### src/core/pcd_pkg.sv
// constants and types shared by the power-check and door-lock command block
// Summary of operation
// RQ1: host loads parameters, then writes command
// RQ2: BSY or DRQ set within 400 ns
// RQ3: some PIO data-out: DRQ within 700 ns
// RQ4: host zeroes unused command block bits
// RQ5: valid status at end; error if ERR
// RQ6: accept legacy power codes 94h-99h too
// RQ7: 98h and E5h query power; abort unsupported
// RQ8: standby query: BSY, count 00h, INTRQ
// RQ9: idle query: BSY, count 80h/FFh, INTRQ
// RQ10: active query: BSY, count FFh, INTRQ
// RQ11: host issues these only with DRDY set
// RQ12: lock when unlocked: lock, no error
// RQ13: lock when locked: report button, MCR+ERR
// RQ14: not ready or cannot lock: ABRT+ERR
// RQ15: while locked button only flags MCR
// RQ16: unlock, eject, or reset release lock
// RQ17: DFh unlocks and re-enables button
// RQ18: host sets Device/Head bits 7,5; bit4 selects
// RQ19: INTRQ on every lock command completion
// RQ20: BSY7 DRQ3 ERR0; MCR3 ABRT2 bit positions
package pcd_pkg;
    // command codes
    localparam logic [7:0] CMD_QUERY_NEW = 8'he5;
    localparam logic [7:0] CMD_QUERY_OLD = 8'h98;
    localparam logic [7:0] CMD_LOCK = 8'hde;
    localparam logic [7:0] CMD_UNLOCK = 8'hdf;
    localparam logic [7:0] CMD_EJECT = 8'hed;
    localparam logic [7:0] CMD_LEGACY_LO = 8'h94;
    localparam logic [7:0] CMD_LEGACY_HI = 8'h99;
    localparam logic [7:0] CMD_PM_LO = 8'he0;
    localparam logic [7:0] CMD_PM_HI = 8'he6;
    // power mode answers
    localparam logic [7:0] CNT_STANDBY = 8'h00;
    localparam logic [7:0] CNT_IDLE = 8'h80;
    localparam logic [7:0] CNT_ACTIVE = 8'hff;
    // status and error bit positions
    localparam int ST_BSY = 7;
    localparam int ST_DRDY = 6;
    localparam int ST_DRQ = 3;
    localparam int ST_ERR = 0;
    localparam int ER_MCR = 3;
    localparam int ER_ABRT = 2;
    // register offsets on the plain port
    localparam logic [2:0] OFS_ERROR = 3'h1;
    localparam logic [2:0] OFS_COUNT = 3'h2;
    localparam logic [2:0] OFS_DEVHEAD = 3'h6;
    localparam logic [2:0] OFS_STATUS_CMD = 3'h7;
    localparam logic [2:0] OFS_CTRL = 3'h0;
    // reset values
    localparam logic [7:0] RST_COUNT = 8'h01;
    localparam logic [7:0] RST_DEVHEAD = 8'h00;
    // timing
    localparam int CLK_MHZ = 200;
    localparam int BSY_MAX_NS = 400;
    localparam int DRQ_MAX_NS = 700;
    localparam int BSY_MAX_CYC = BSY_MAX_NS * CLK_MHZ / 1000;
    localparam int DRQ_MAX_CYC = DRQ_MAX_NS * CLK_MHZ / 1000;
    localparam int EXEC_CYC = 4;
    // power modes
    localparam logic [1:0] PM_ACTIVE = 2'h0;
    localparam logic [1:0] PM_IDLE = 2'h1;
    localparam logic [1:0] PM_STANDBY = 2'h2;
    typedef enum logic [1:0] {PCD_IDLE, PCD_BUSY, PCD_DONE} pcd_state_e;
endpackage

### src/core/pcd_sync.sv
// two-flop synchroniser for pin-level inputs
`timescale 1ns/1ps
module pcd_sync #(
    parameter int W = 1
) (
    // clock and reset
    input wire logic clk,
    input wire logic rst_n,
    // data
    input wire logic [W-1:0] d,
    output logic [W-1:0] q
);
    logic [W-1:0] meta_r;

    always_ff @(posedge clk or negedge rst_n) begin
        if (!rst_n) begin
            meta_r <= '0;
            q <= '0;
        end else begin
            meta_r <= d;
            q <= meta_r;
        end
    end
endmodule

### src/core/pcd_core.sv
// task-file command acceptance for power-mode query and media lock commands
`timescale 1ns/1ps
module pcd_core #(
    parameter bit PM_SUPPORTED = 1'b1,
    parameter bit LOCK_CAPABLE = 1'b1,
    parameter bit IDLE_REPORTS_FF = 1'b0
) (
    // clock and reset
    input wire logic clk,
    input wire logic rst_n,
    // register port
    input wire logic [2:0] reg_addr,
    input wire logic [7:0] reg_wdata,
    input wire logic reg_wr,
    input wire logic reg_rd,
    output logic [7:0] reg_rdata,
    // device context (pins)
    input wire logic [1:0] power_mode,
    input wire logic mcr_button,
    input wire logic dev_ready,
    // outputs
    output logic intrq,
    output logic media_locked,
    output logic eject_request
);
    logic [1:0] pm_s;
    logic button_s;
    logic ready_s;
    logic [7:0] count_r;
    logic [7:0] devhead_r;
    logic [7:0] error_r;
    logic bsy_r;
    logic err_r;
    logic drdy_r;
    logic lock_r;
    logic intrq_r;
    logic intrq_en_r;
    logic eject_r;
    logic [7:0] cmd_r;
    logic [3:0] cnt_r;
    logic [7:0] rdata_r;
    logic button_d_r;
    logic mine;
    logic cmd_wr;
    logic [7:0] status;
    pcd_pkg::pcd_state_e state_r;

    pcd_sync #(.W(4)) u_sync (
        .clk(clk),
        .rst_n(rst_n),
        .d({power_mode, mcr_button, dev_ready}),
        .q({pm_s, button_s, ready_s})
    );

    // device select bit 4 compared with our position (device 0)
    assign mine = (devhead_r[4] == 1'b0);
    // command writes while busy are ignored so a running command is not disturbed
    assign cmd_wr = reg_wr && reg_addr == pcd_pkg::OFS_STATUS_CMD && mine && !bsy_r;

    always_comb begin
        status = 8'h00;
        status[pcd_pkg::ST_BSY] = bsy_r; // RQ20
        status[pcd_pkg::ST_DRDY] = drdy_r;
        // no data-out commands here, so DRQ never rises
        status[pcd_pkg::ST_DRQ] = 1'b0; // RQ20 RQ3
        status[pcd_pkg::ST_ERR] = err_r; // RQ20
    end

    // parameter registers loaded before the command
    always_ff @(posedge clk or negedge rst_n) begin
        if (!rst_n) begin
            devhead_r <= pcd_pkg::RST_DEVHEAD;
        end else if (reg_wr && reg_addr == pcd_pkg::OFS_DEVHEAD) begin
            devhead_r <= reg_wdata;
        end
    end

    always_ff @(posedge clk or negedge rst_n) begin
        if (!rst_n) begin
            drdy_r <= 1'b0;
        end else begin
            drdy_r <= ready_s;
        end
    end

    // command sequencer: accept, hold BSY, then finish
    always_ff @(posedge clk or negedge rst_n) begin
        if (!rst_n) begin
            state_r <= pcd_pkg::PCD_IDLE;
            bsy_r <= 1'b0;
            cmd_r <= 8'h00;
            cnt_r <= 4'h0;
        end else begin
            unique case (state_r)
                pcd_pkg::PCD_IDLE: begin
                    if (cmd_wr) begin
                        // BSY rises the cycle after receipt, well inside the limit
                        bsy_r <= 1'b1; // RQ2
                        cmd_r <= reg_wdata;
                        cnt_r <= 4'(pcd_pkg::EXEC_CYC);
                        state_r <= pcd_pkg::PCD_BUSY;
                    end
                end
                pcd_pkg::PCD_BUSY: begin
                    if (cnt_r == 4'h0) begin
                        state_r <= pcd_pkg::PCD_DONE;
                    end else begin
                        cnt_r <= cnt_r - 4'h1;
                    end
                end
                pcd_pkg::PCD_DONE: begin
                    bsy_r <= 1'b0; // RQ8
                    state_r <= pcd_pkg::PCD_IDLE;
                end
            endcase
        end
    end

    function automatic logic is_query(input logic [7:0] c);
        is_query = (c == pcd_pkg::CMD_QUERY_NEW) || (c == pcd_pkg::CMD_QUERY_OLD); // RQ7
    endfunction

    function automatic logic is_power(input logic [7:0] c);
        is_power = (c >= pcd_pkg::CMD_LEGACY_LO && c <= pcd_pkg::CMD_LEGACY_HI) ||
            (c >= pcd_pkg::CMD_PM_LO && c <= pcd_pkg::CMD_PM_HI && c != 8'he4); // RQ6
    endfunction

    // results are posted in the DONE cycle, together with BSY falling
    always_ff @(posedge clk or negedge rst_n) begin
        if (!rst_n) begin
            count_r <= pcd_pkg::RST_COUNT;
            error_r <= 8'h00;
            err_r <= 1'b0;
            lock_r <= 1'b0;
            eject_r <= 1'b0;
        end else if (state_r == pcd_pkg::PCD_DONE) begin
            error_r <= 8'h00; // RQ5
            err_r <= 1'b0;
            eject_r <= 1'b0;
            if (!drdy_r) begin
                error_r[pcd_pkg::ER_ABRT] <= 1'b1; // RQ14
                err_r <= 1'b1;
            end else if (is_query(cmd_r)) begin
                if (!PM_SUPPORTED) begin
                    error_r[pcd_pkg::ER_ABRT] <= 1'b1; // RQ7
                    err_r <= 1'b1;
                end else if (pm_s == pcd_pkg::PM_STANDBY) begin
                    count_r <= pcd_pkg::CNT_STANDBY; // RQ8
                end else if (pm_s == pcd_pkg::PM_IDLE) begin
                    count_r <= IDLE_REPORTS_FF ? pcd_pkg::CNT_ACTIVE : pcd_pkg::CNT_IDLE; // RQ9
                end else begin
                    count_r <= pcd_pkg::CNT_ACTIVE; // RQ10
                end
            end else if (cmd_r == pcd_pkg::CMD_LOCK) begin
                if (!LOCK_CAPABLE) begin
                    error_r[pcd_pkg::ER_ABRT] <= 1'b1; // RQ14
                    err_r <= 1'b1;
                end else if (!lock_r) begin
                    lock_r <= 1'b1; // RQ12
                end else if (button_s) begin
                    error_r[pcd_pkg::ER_MCR] <= 1'b1; // RQ13
                    err_r <= 1'b1;
                end
            end else if (cmd_r == pcd_pkg::CMD_UNLOCK) begin
                lock_r <= 1'b0; // RQ17
            end else if (cmd_r == pcd_pkg::CMD_EJECT) begin
                lock_r <= 1'b0; // RQ16
                eject_r <= 1'b1;
            end else if (!is_power(cmd_r)) begin
                error_r[pcd_pkg::ER_ABRT] <= 1'b1;
                err_r <= 1'b1;
            end
        end else begin
            // eject is a single-cycle request, not a level
            eject_r <= 1'b0;
            if (reg_wr && reg_addr == pcd_pkg::OFS_COUNT) begin
                count_r <= reg_wdata;
            end
        end
    end

    // unlocked: a button press asks for eject; locked: ignored until a lock query
    always_ff @(posedge clk or negedge rst_n) begin
        if (!rst_n) begin
            button_d_r <= 1'b0;
        end else begin
            button_d_r <= button_s;
        end
    end

    always_ff @(posedge clk or negedge rst_n) begin
        if (!rst_n) begin
            media_locked <= 1'b0;
            eject_request <= 1'b0;
        end else begin
            media_locked <= lock_r;
            eject_request <= eject_r || (!lock_r && button_s && !button_d_r); // RQ15
        end
    end

    // interrupt raised at completion, cleared by status read or new command
    always_ff @(posedge clk or negedge rst_n) begin
        if (!rst_n) begin
            intrq_r <= 1'b0;
            intrq_en_r <= 1'b1;
        end else begin
            if (reg_wr && reg_addr == pcd_pkg::OFS_CTRL) begin
                intrq_en_r <= !reg_wdata[1];
            end
            if (state_r == pcd_pkg::PCD_DONE) begin
                intrq_r <= 1'b1; // RQ19
            end else if (cmd_wr || (reg_rd && reg_addr == pcd_pkg::OFS_STATUS_CMD)) begin
                intrq_r <= 1'b0;
            end
        end
    end

    always_ff @(posedge clk or negedge rst_n) begin
        if (!rst_n) begin
            intrq <= 1'b0;
        end else begin
            intrq <= intrq_r && intrq_en_r && mine;
        end
    end

    // read data stand the cycle after the strobe
    always_ff @(posedge clk or negedge rst_n) begin
        if (!rst_n) begin
            rdata_r <= 8'h00;
        end else if (reg_rd) begin
            unique case (reg_addr)
                pcd_pkg::OFS_ERROR: rdata_r <= error_r;
                pcd_pkg::OFS_COUNT: rdata_r <= count_r;
                pcd_pkg::OFS_DEVHEAD: rdata_r <= devhead_r;
                pcd_pkg::OFS_STATUS_CMD: rdata_r <= status;
                default: rdata_r <= 8'h00;
            endcase
        end else begin
            rdata_r <= 8'h00;
        end
    end

    assign reg_rdata = rdata_r;
endmodule

### config.mk
export PLATFORM = sky130hd
export DESIGN_NAME = pcd_core
export DESIGN_NICKNAME = d
export VERILOG_FILES = /design/src/core/pcd_pkg.sv /design/src/core/pcd_sync.sv /design/src/core/pcd_core.sv
export SDC_FILE = /design/constraint.sdc
export NUM_CORES = 1
export LEC_CHECK = 0
export ABC_AREA = 1
export ABC_CLOCK_PERIOD_IN_PS = 3300
export CAP_MARGIN = 20
export CORE_ASPECT_RATIO = 0.9
export CORE_MARGIN = 3
export CORE_UTILIZATION = 42
export DETAILED_ROUTE_END_ITERATION = 10
export DONT_BUFFER_PORTS = 1
export PLACE_DENSITY = 0.54
export SETUP_SLACK_MARGIN = 0.1
export SLEW_MARGIN = 15
export SYNTH_ARGS = -nofsm -noshare
export SYNTH_HDL_FRONTEND = slang
export SYNTH_SLANG_ARGS = --single-unit
### constraint.sdc
create_clock -name clk -period 3.3 [get_ports clk]
set_input_delay 0.825 -clock clk [delete_from_list [all_inputs] [get_ports clk]]
set_output_delay 0.825 -clock clk [all_outputs]
set_load 0.05 [all_outputs]
== Word-level counts from Yosys, hierarchy flattened ==
Index checks and enable logic that the tools add are counted.

* Add/subtract/negate cells: 1
* Equal/unequal tests: 19
* Reductions and logical operators: 36
* Mux-type cells: 40
* Bitwise gates (word level): 2
* Magnitude comparators: 4

{| class="wikitable"
|+ Operators by type and width
! cell !! count
|-
| 2-to-1 mux 8 bit || 6
|-
| equality test 8 bit, second input constant || 5
|-
| one-hot mux 8 bit (4 select lines) || 1
|-
| 2-to-1 mux 1 bit || 24
|-
| greater-or-equal comparator 8 bit, second input constant || 2
|-
| less-or-equal comparator 8 bit, second input constant || 2
|-
| logical AND 1 bit || 14
|-
| inequality test 2 bit, second input constant || 5
|-
| 2-to-1 mux 4 bit || 2
|-
| inequality test 8 bit, second input constant || 1
|-
| one-hot mux 4 bit (2 select lines) || 1
|-
| nonzero test 2 bit || 4
|-
| 2-to-1 mux 7 bit || 1
|-
| equality test 3 bit, second input constant || 2
|-
| 2-to-1 mux 2 bit || 3
|-
| one-hot mux 2 bit (3 select lines) || 1
|-
| AND reduction 2 bit || 3
|-
| AND reduction 3 bit || 2
|-
| equality test 2 x 1 -> 1 bit, second input constant || 2
|-
| equality test 2 bit, second input constant || 2
|-
| logical NOT 1 bit || 4
|-
| logical NOT 4 bit || 1
|-
| logical OR 1 bit || 4
|-
| AND reduction 4 bit || 1
|-
| 8 further kinds || 9
|}

* Output and inout port bits: 11
* Input port bits: 19
* Flip-flop bits (word level): 59

== Logic depth before layout (Yosys ltp) ==
* Word-level depth: 10
* Gate-level depth with buffers: 11

== Hierarchy ==
Synthesis repeated with hierarchy kept, for this count alone.

* Cell total of the unflattened synthesis: 296
* Area, all modules: 2660.1 um^2

{| class="wikitable"
|+ Modules (own cells, without submodules)
! module !! cells each !! instances !! area each (um^2)
|-
| pcd_core || 288 || 1 || 2459.9
|-
| pcd_sync || 8 || 1 || 200.2
|}

== Worst setup path after synthesis ==
No wires, ideal clock.

* Path type: input to register
* From: input port reg_addr[0]
* To: register count_r[5]
* Slack: 1.536 ns
* Arrival: 1.645 ns
* Stages: 8
* Path through: inv_1 -> nand3b_1 -> clkinv_1 -> nand3_1 -> o21ai_4 -> buf_6 -> nor2_2 -> a21oi_2

* Longest elaborated chain between the ends: 4

{| class="wikitable"
|+ Ends and longest elaborated chain
! what !! RTL line !! source
|-
| start: declaration || pcd_core.sv:12 || <nowiki>input wire logic [2:0] reg_addr,</nowiki>
|-
| equality test 3 x 2 -> 1 bit || pcd_core.sv:176 || <nowiki>if (reg_wr && reg_addr == pcd_pkg::OFS_COUNT) begin</nowiki>
|-
| logical AND 1 bit || pcd_core.sv:176 ||
|-
| nonzero test 2 bit (no line) || n/a ||
|-
| AND reduction 3 bit (no line) || n/a ||
|-
| end signal: assignment || pcd_core.sv:150 || <nowiki>count_r <= IDLE_REPORTS_FF ? pcd_pkg::CNT_ACTIVE : pcd_pkg::CNT_IDLE;</nowiki>
|-
| end signal: assignment || pcd_core.sv:152 || <nowiki>count_r <= pcd_pkg::CNT_ACTIVE;</nowiki>
|-
| end signal: assignment || pcd_core.sv:177 || <nowiki>count_r <= reg_wdata;</nowiki>
|-
| end: declaration || pcd_core.sv:29 || <nowiki>logic [7:0] count_r;</nowiki>
|}

No other way between the ends.
A chain may end at the register's enable or synchronous reset.

== Final worst setup path ==
* From: register state_r[0]
* To: register count_r[0]

* Longest elaborated chain between the ends: 3
* Elaborated cells on any way between the ends: 6
* Those cells by class: eq/ne: 3; mux: 1; reduce/logical: 2

{| class="wikitable"
|+ Ends and longest elaborated chain
! what !! RTL line !! source
|-
| start: declaration || pcd_core.sv:46 || <nowiki>pcd_pkg::pcd_state_e state_r;</nowiki>
|-
| start signal: assignment || pcd_core.sv:89 || <nowiki>state_r <= pcd_pkg::PCD_IDLE;</nowiki>
|-
| start signal: assignment || pcd_core.sv:101 || <nowiki>state_r <= pcd_pkg::PCD_BUSY;</nowiki>
|-
| start signal: assignment || pcd_core.sv:106 || <nowiki>state_r <= pcd_pkg::PCD_DONE;</nowiki>
|-
| equality test 2 bit * || pcd_core.sv:136 || <nowiki>end else if (state_r == pcd_pkg::PCD_DONE) begin</nowiki>
|-
| inequality test 2 bit (no line) or nonzero test 2 bit (tied branches) || n/a ||
|-
| AND reduction 3 bit (no line) || n/a ||
|-
| end signal: assignment || pcd_core.sv:131 || <nowiki>count_r <= pcd_pkg::RST_COUNT;</nowiki>
|-
| end signal: assignment || pcd_core.sv:148 || <nowiki>count_r <= pcd_pkg::CNT_STANDBY;</nowiki>
|-
| end signal: assignment || pcd_core.sv:150 ||
|}

Every way passes the cells marked *; elsewhere a longest branch is shown, timed or not.

==> results summary <==
The detail-routed via count per cell is 5.06. In this run, post-CTS hold repair placed 0 buffers. The setup TNS after final layout came out at 0 ns.

The post-layout minimum cycle time came out at 2.01 ns. The total clock sinks is 59. The post-synthesis sequential element count is 59.

The netlist area before placement came out at 2570 um2. The critical path in this run is classified as reg -> reg. STA classifies the critical path endpoint as a flip-flop. After the first detailed-routing iteration, the DRC count stood at 75. The standby leakage power came out at 1.31 nW. The switching share of power is 0.257. Of all nets on the critical path, the largest fanout is 16. The share of the cycle needed by the critical path after routing is 0.610.

The max-slew violation total from the final report is 0. The proportion of layout cells with a drive suffix above 1 is 0.113. In the routed design, unresolved DRC markers number 0. The total track usage came out at 0.174. The area share of fa/ha/maj cells after synthesis came out at 0.0243. The worst stage delay on the critical path is between 0.5 and 0.6 ns.

The area of the die is 7100 um2. For the worst-skew pair, the clock arrives at the later sink with an insertion delay of approximately 0.34 ns. The number of input and output port buffers inserted came out at 0. The depth of the worst register-to-register path came out at 6. The number of different library cells used by synthesis comes to 29. The XOR/XNOR share of the synthesized area came out at 0.00341. The number of nets produced by synthesis came out at 305. The number of iterations in the first detailed-routing pass is 4. The cell type with the largest total area after synthesis is sky130_fd_sc_hd__dfrtp_1. The final-stage net count came out at between 300 and 400. The worst relative slew slack came out at 0.577. The root buffer cell chosen for the clock tree is sky130_fd_sc_hd__clkbuf_8.

The slew of the pin with the lowest slew margin came out at roughly 0.63 ns. The arrival time of the worst setup path came out at ~2.3 ns. The share of total power dissipated in sequential elements is 0.548.

Compared with the post-synthesis result, the final layout area differs by 9.44%. The number of buffer and inverter stages on the critical path came out at 1. Setup violations remaining at the end of the flow were counted as 0.

The share of total power dissipated in the clock network is 0.403. Across the run, the number of max-cap violations was 0. For this run the aggregate overflow at the end of global routing stands at 0.

In this design, the largest share of critical-path delay is due to compound AO/OA/AOI/OAI gates. The signal on the critical path passes through inv_1 > ha_1 > nand2_1 > o21ai_4 > nor2_1 > a21oi_1. After synthesis, the cell types taking the most area are sky130_fd_sc_hd__dfrtp_1 55%, sky130_fd_sc_hd__nand2_1 10%, sky130_fd_sc_hd__o21ai_0 5.3%. The worst voltage drop across the vdd grid is 256 uV. The number of buffers inserted to repair setup after CTS is 0.

In this run, post-CTS repair resized a total of 0 instances. The starting density of the core is 0.444. The flow ran to the end, and the final reports show no timing, DRC or antenna violations. The horizontal die dimension is 88.5 um. The number of H-tree levels is 3.

The largest net degree at the start of global routing came out at 60. The critical path runs through a total of 6 cells. The worst setup path is launched from a flip-flop. The fraction of the mapped netlist area in simple logic gates is 0.195. In this run the worst hold path is classified as in -> async. The initial antenna violation count was 0. For this design the ratio of total power to cell area is 537 nW/um2. The via count of the first global-routing pass came out at 1810. TritonCTS built the clock tree. The setup skew after layout is about 0.0093 ns. The analysis attributes to net switching a power of 0.388 mW. A synthesized cell averages 9.15 um2. The internal power summed over all cells came out at 1.12 mW. The data required time at the worst endpoint came out at roughly 3.6 ns. The antenna diode instance count is 0. The worst hold margin is about 0.17 ns. Counting the fill cells in the layout gives 566.

The number of nets still failing antenna checks after routing is 0. The maximum clock frequency is 497 MHz. The detailed-placement wirelength estimate is 3.76 mm.

Yosys printed 0 warnings. The first global-routing pass estimated 9.11 mm of wire. In this run the deepest clock path goes through 2 buffers. During I/O placement, the number of pins put on the boundary was 30.

The TritonCTS buffer count came out at 9. Setup repair after global routing left no endpoint under its margin. The share of synthesized area occupied by flip-flops and latches is 0.575.

The clock transition time at the flip-flop clock pins of the worst setup and hold paths is around 0.070 ns. The share of synthesized area in the top cell type comes to 0.555. Dividing the detail-routed wire length by the instance count gives between 10 and 15 um. The slowest stage of the critical path is the sky130_fd_sc_hd__ha_1 cell. The post-synthesis instance total came out at around 280. The post-synthesis compound-gate area fraction came out at 0.145. Row generation in the floorplan step produced 26 rows. After detailed routing, the total wire length is 5.33 mm. The fraction of synthesized area in multiplexers came out at 0. The share of total power dissipated in combinational logic is 0.049. The number of endpoints with negative hold slack in the final report came out at 0. The weighted congestion reported at the end of routability-driven placement is approximately 0.8. The die is 80.2 um tall.

The core region is 5790 um2. The combinational family with the most area after synthesis is simple AND/OR/NAND/NOR gates. The routed layout has 1830 vias.
## layer usage
layer	track usage	share of wire	routed length, um
met4	0.0680	0.011	61
met1	0.252	0.52	2780
met5	0	0	0
met2	0.234	0.40	2150
met3	0.0615	0.063	336
## cell usage in the layout (no fill, tap or decap), types with 2 or more instances in the layout
master | Yosys | layout
sky130_fd_sc_hd__nand3_1 | 8 | 8
sky130_fd_sc_hd__nand2_1 | 70 | 70
sky130_fd_sc_hd__nor2_2 | 9 | 9
sky130_fd_sc_hd__o21ai_0 | 27 | 27
sky130_fd_sc_hd__clkinvlp_4 | 0 | 3
sky130_fd_sc_hd__dfstp_2 | 2 | 2
sky130_fd_sc_hd__o31ai_1 | 3 | 3
sky130_fd_sc_hd__a31oi_1 | 2 | 2
sky130_fd_sc_hd__ha_1 | 5 | 5
sky130_fd_sc_hd__inv_1 | 29 | 29
sky130_fd_sc_hd__nor3_1 | 3 | 3
sky130_fd_sc_hd__a22oi_1 | 6 | 6
sky130_fd_sc_hd__nand4_1 | 3 | 3
sky130_fd_sc_hd__o21a_1 | 7 | 7
sky130_fd_sc_hd__a21oi_1 | 14 | 14
sky130_fd_sc_hd__nor2_1 | 22 | 22
sky130_fd_sc_hd__clkbuf_8 | 0 | 11
sky130_fd_sc_hd__dfrtp_1 | 57 | 57
sky130_fd_sc_hd__a21oi_2 | 2 | 2
## power by group through the flow
stage / clock [mW] / combinational (mW) / sequential (mW)
floorplan: 0 / 0.0598 / 0.831
global placement: 0 / 0.0715 / 0.843
detailed placement: 0 / 0.0742 / 0.841
CTS: 0.627 / 0.0746 / 0.828
global route: 0.669 / 0.0860 / 0.835
finish: 0.609 / 0.0733 / 0.828
## cell type report
| class | instances | area, um2 | area share |
|---|---|---|---|
| inverter | 31 | 116 | 0.0414 |
| clock inverter | 5 | 36.3 | 0.0129 |
| clock buffer | 11 | 151 | 0.0538 |
| multi-input combinational | 186 | 943 | 0.335 |
| tap | 70 | 87.6 | 0.0311 |
| sequential | 59 | 1480 | 0.526 |
## Yosys cell counts
cell                       instances
sky130_fd_sc_hd__inv_2             1
sky130_fd_sc_hd__nor3_1            3
sky130_fd_sc_hd__o21ai_4           1
sky130_fd_sc_hd__o21ai_0          27
sky130_fd_sc_hd__xor2_1            1
sky130_fd_sc_hd__nand2_1          70
sky130_fd_sc_hd__dfrtp_1          57
sky130_fd_sc_hd__nand3_1           8
sky130_fd_sc_hd__nand4_1           3
sky130_fd_sc_hd__dfstp_2           2
sky130_fd_sc_hd__buf_6             1
sky130_fd_sc_hd__buf_2             1
sky130_fd_sc_hd__clkinv_1          1
sky130_fd_sc_hd__clkbuf_4          1
sky130_fd_sc_hd__clkbuf_1          1
sky130_fd_sc_hd__ha_1              5
sky130_fd_sc_hd__o31ai_1           3
sky130_fd_sc_hd__a31oi_1           2
sky130_fd_sc_hd__nor2_2            9
sky130_fd_sc_hd__nand3b_1          1
sky130_fd_sc_hd__inv_1            29
sky130_fd_sc_hd__nor2_1           22
sky130_fd_sc_hd__a21oi_1          14
sky130_fd_sc_hd__o21a_1            7
sky130_fd_sc_hd__clkbuf_2          1
sky130_fd_sc_hd__nor2_4            1
sky130_fd_sc_hd__or2_2             1
sky130_fd_sc_hd__a21oi_2           2
sky130_fd_sc_hd__a22oi_1           6
## worst paths after layout
path / slack, ns / startpoint / to
worst min-delay path: 0.17 / rst_n / cnt_r[2]$_DFFE_PN0P_
worst max-delay path: 1.29 / state_r[0]$_DFFE_PN0P_ / count_r[0]$_DFFE_PN1P_
worst max register to register: 1.29 / state_r[0]$_DFFE_PN0P_ / count_r[0]$_DFFE_PN1P_
max in group asynchronous: 2.92 / rst_n / count_r[0]$_DFFE_PN1P_
min in group clk: 0.35 / u_sync.meta_r[3]$_DFF_PN0_ / u_sync.q[3]$_DFF_PN0_
worst min register to register: 0.35 / u_sync.meta_r[3]$_DFF_PN0_ / u_sync.q[3]$_DFF_PN0_
## sequential cells by signal, indices dropped and copies added, names as in the netlist, 2 cells and up
| signal | cells |
|---|---|
| cmd_r | 8 |
| reg_rdata | 8 |
| u_sync.q | 4 |
| u_sync.meta_r | 4 |
| cnt_r | 4 |
| state_r | 2 |
| count_r | 8 |
| error_r | 2 |
| devhead_r | 8 |
## cells by family (layout without fill, tap and decap cells)
| logic type | after synthesis | after routing |
|---|---|---|
| flip-flops | 59 | 59 |
| AND/OR/NAND/NOR | 118 | 118 |
| buffers and inverters | 36 | 47 |
| adder cells (fa/ha/maj) | 5 | 5 |
| XOR/XNOR | 1 | 1 |
| AO/OA/AOI/OAI | 62 | 62 |
## per-stage QoR
stage,power (mW),area (um2),util,instances,setup WS [ns]
2_1_floorplan,0.891,2570,-,281,1.54
3_5_place_dp,0.915,2630,0.454,346,1.18
4_1_cts,1.53,2810,0.486,362,1.26
6_report,1.51,2810,0.486,362,1.29
3_3_place_gp,0.915,2630,0.454,346,1.19
5_1_grt,1.59,2810,0.486,362,1.05
Note: power is estimated with default switching activity, not from simulation.
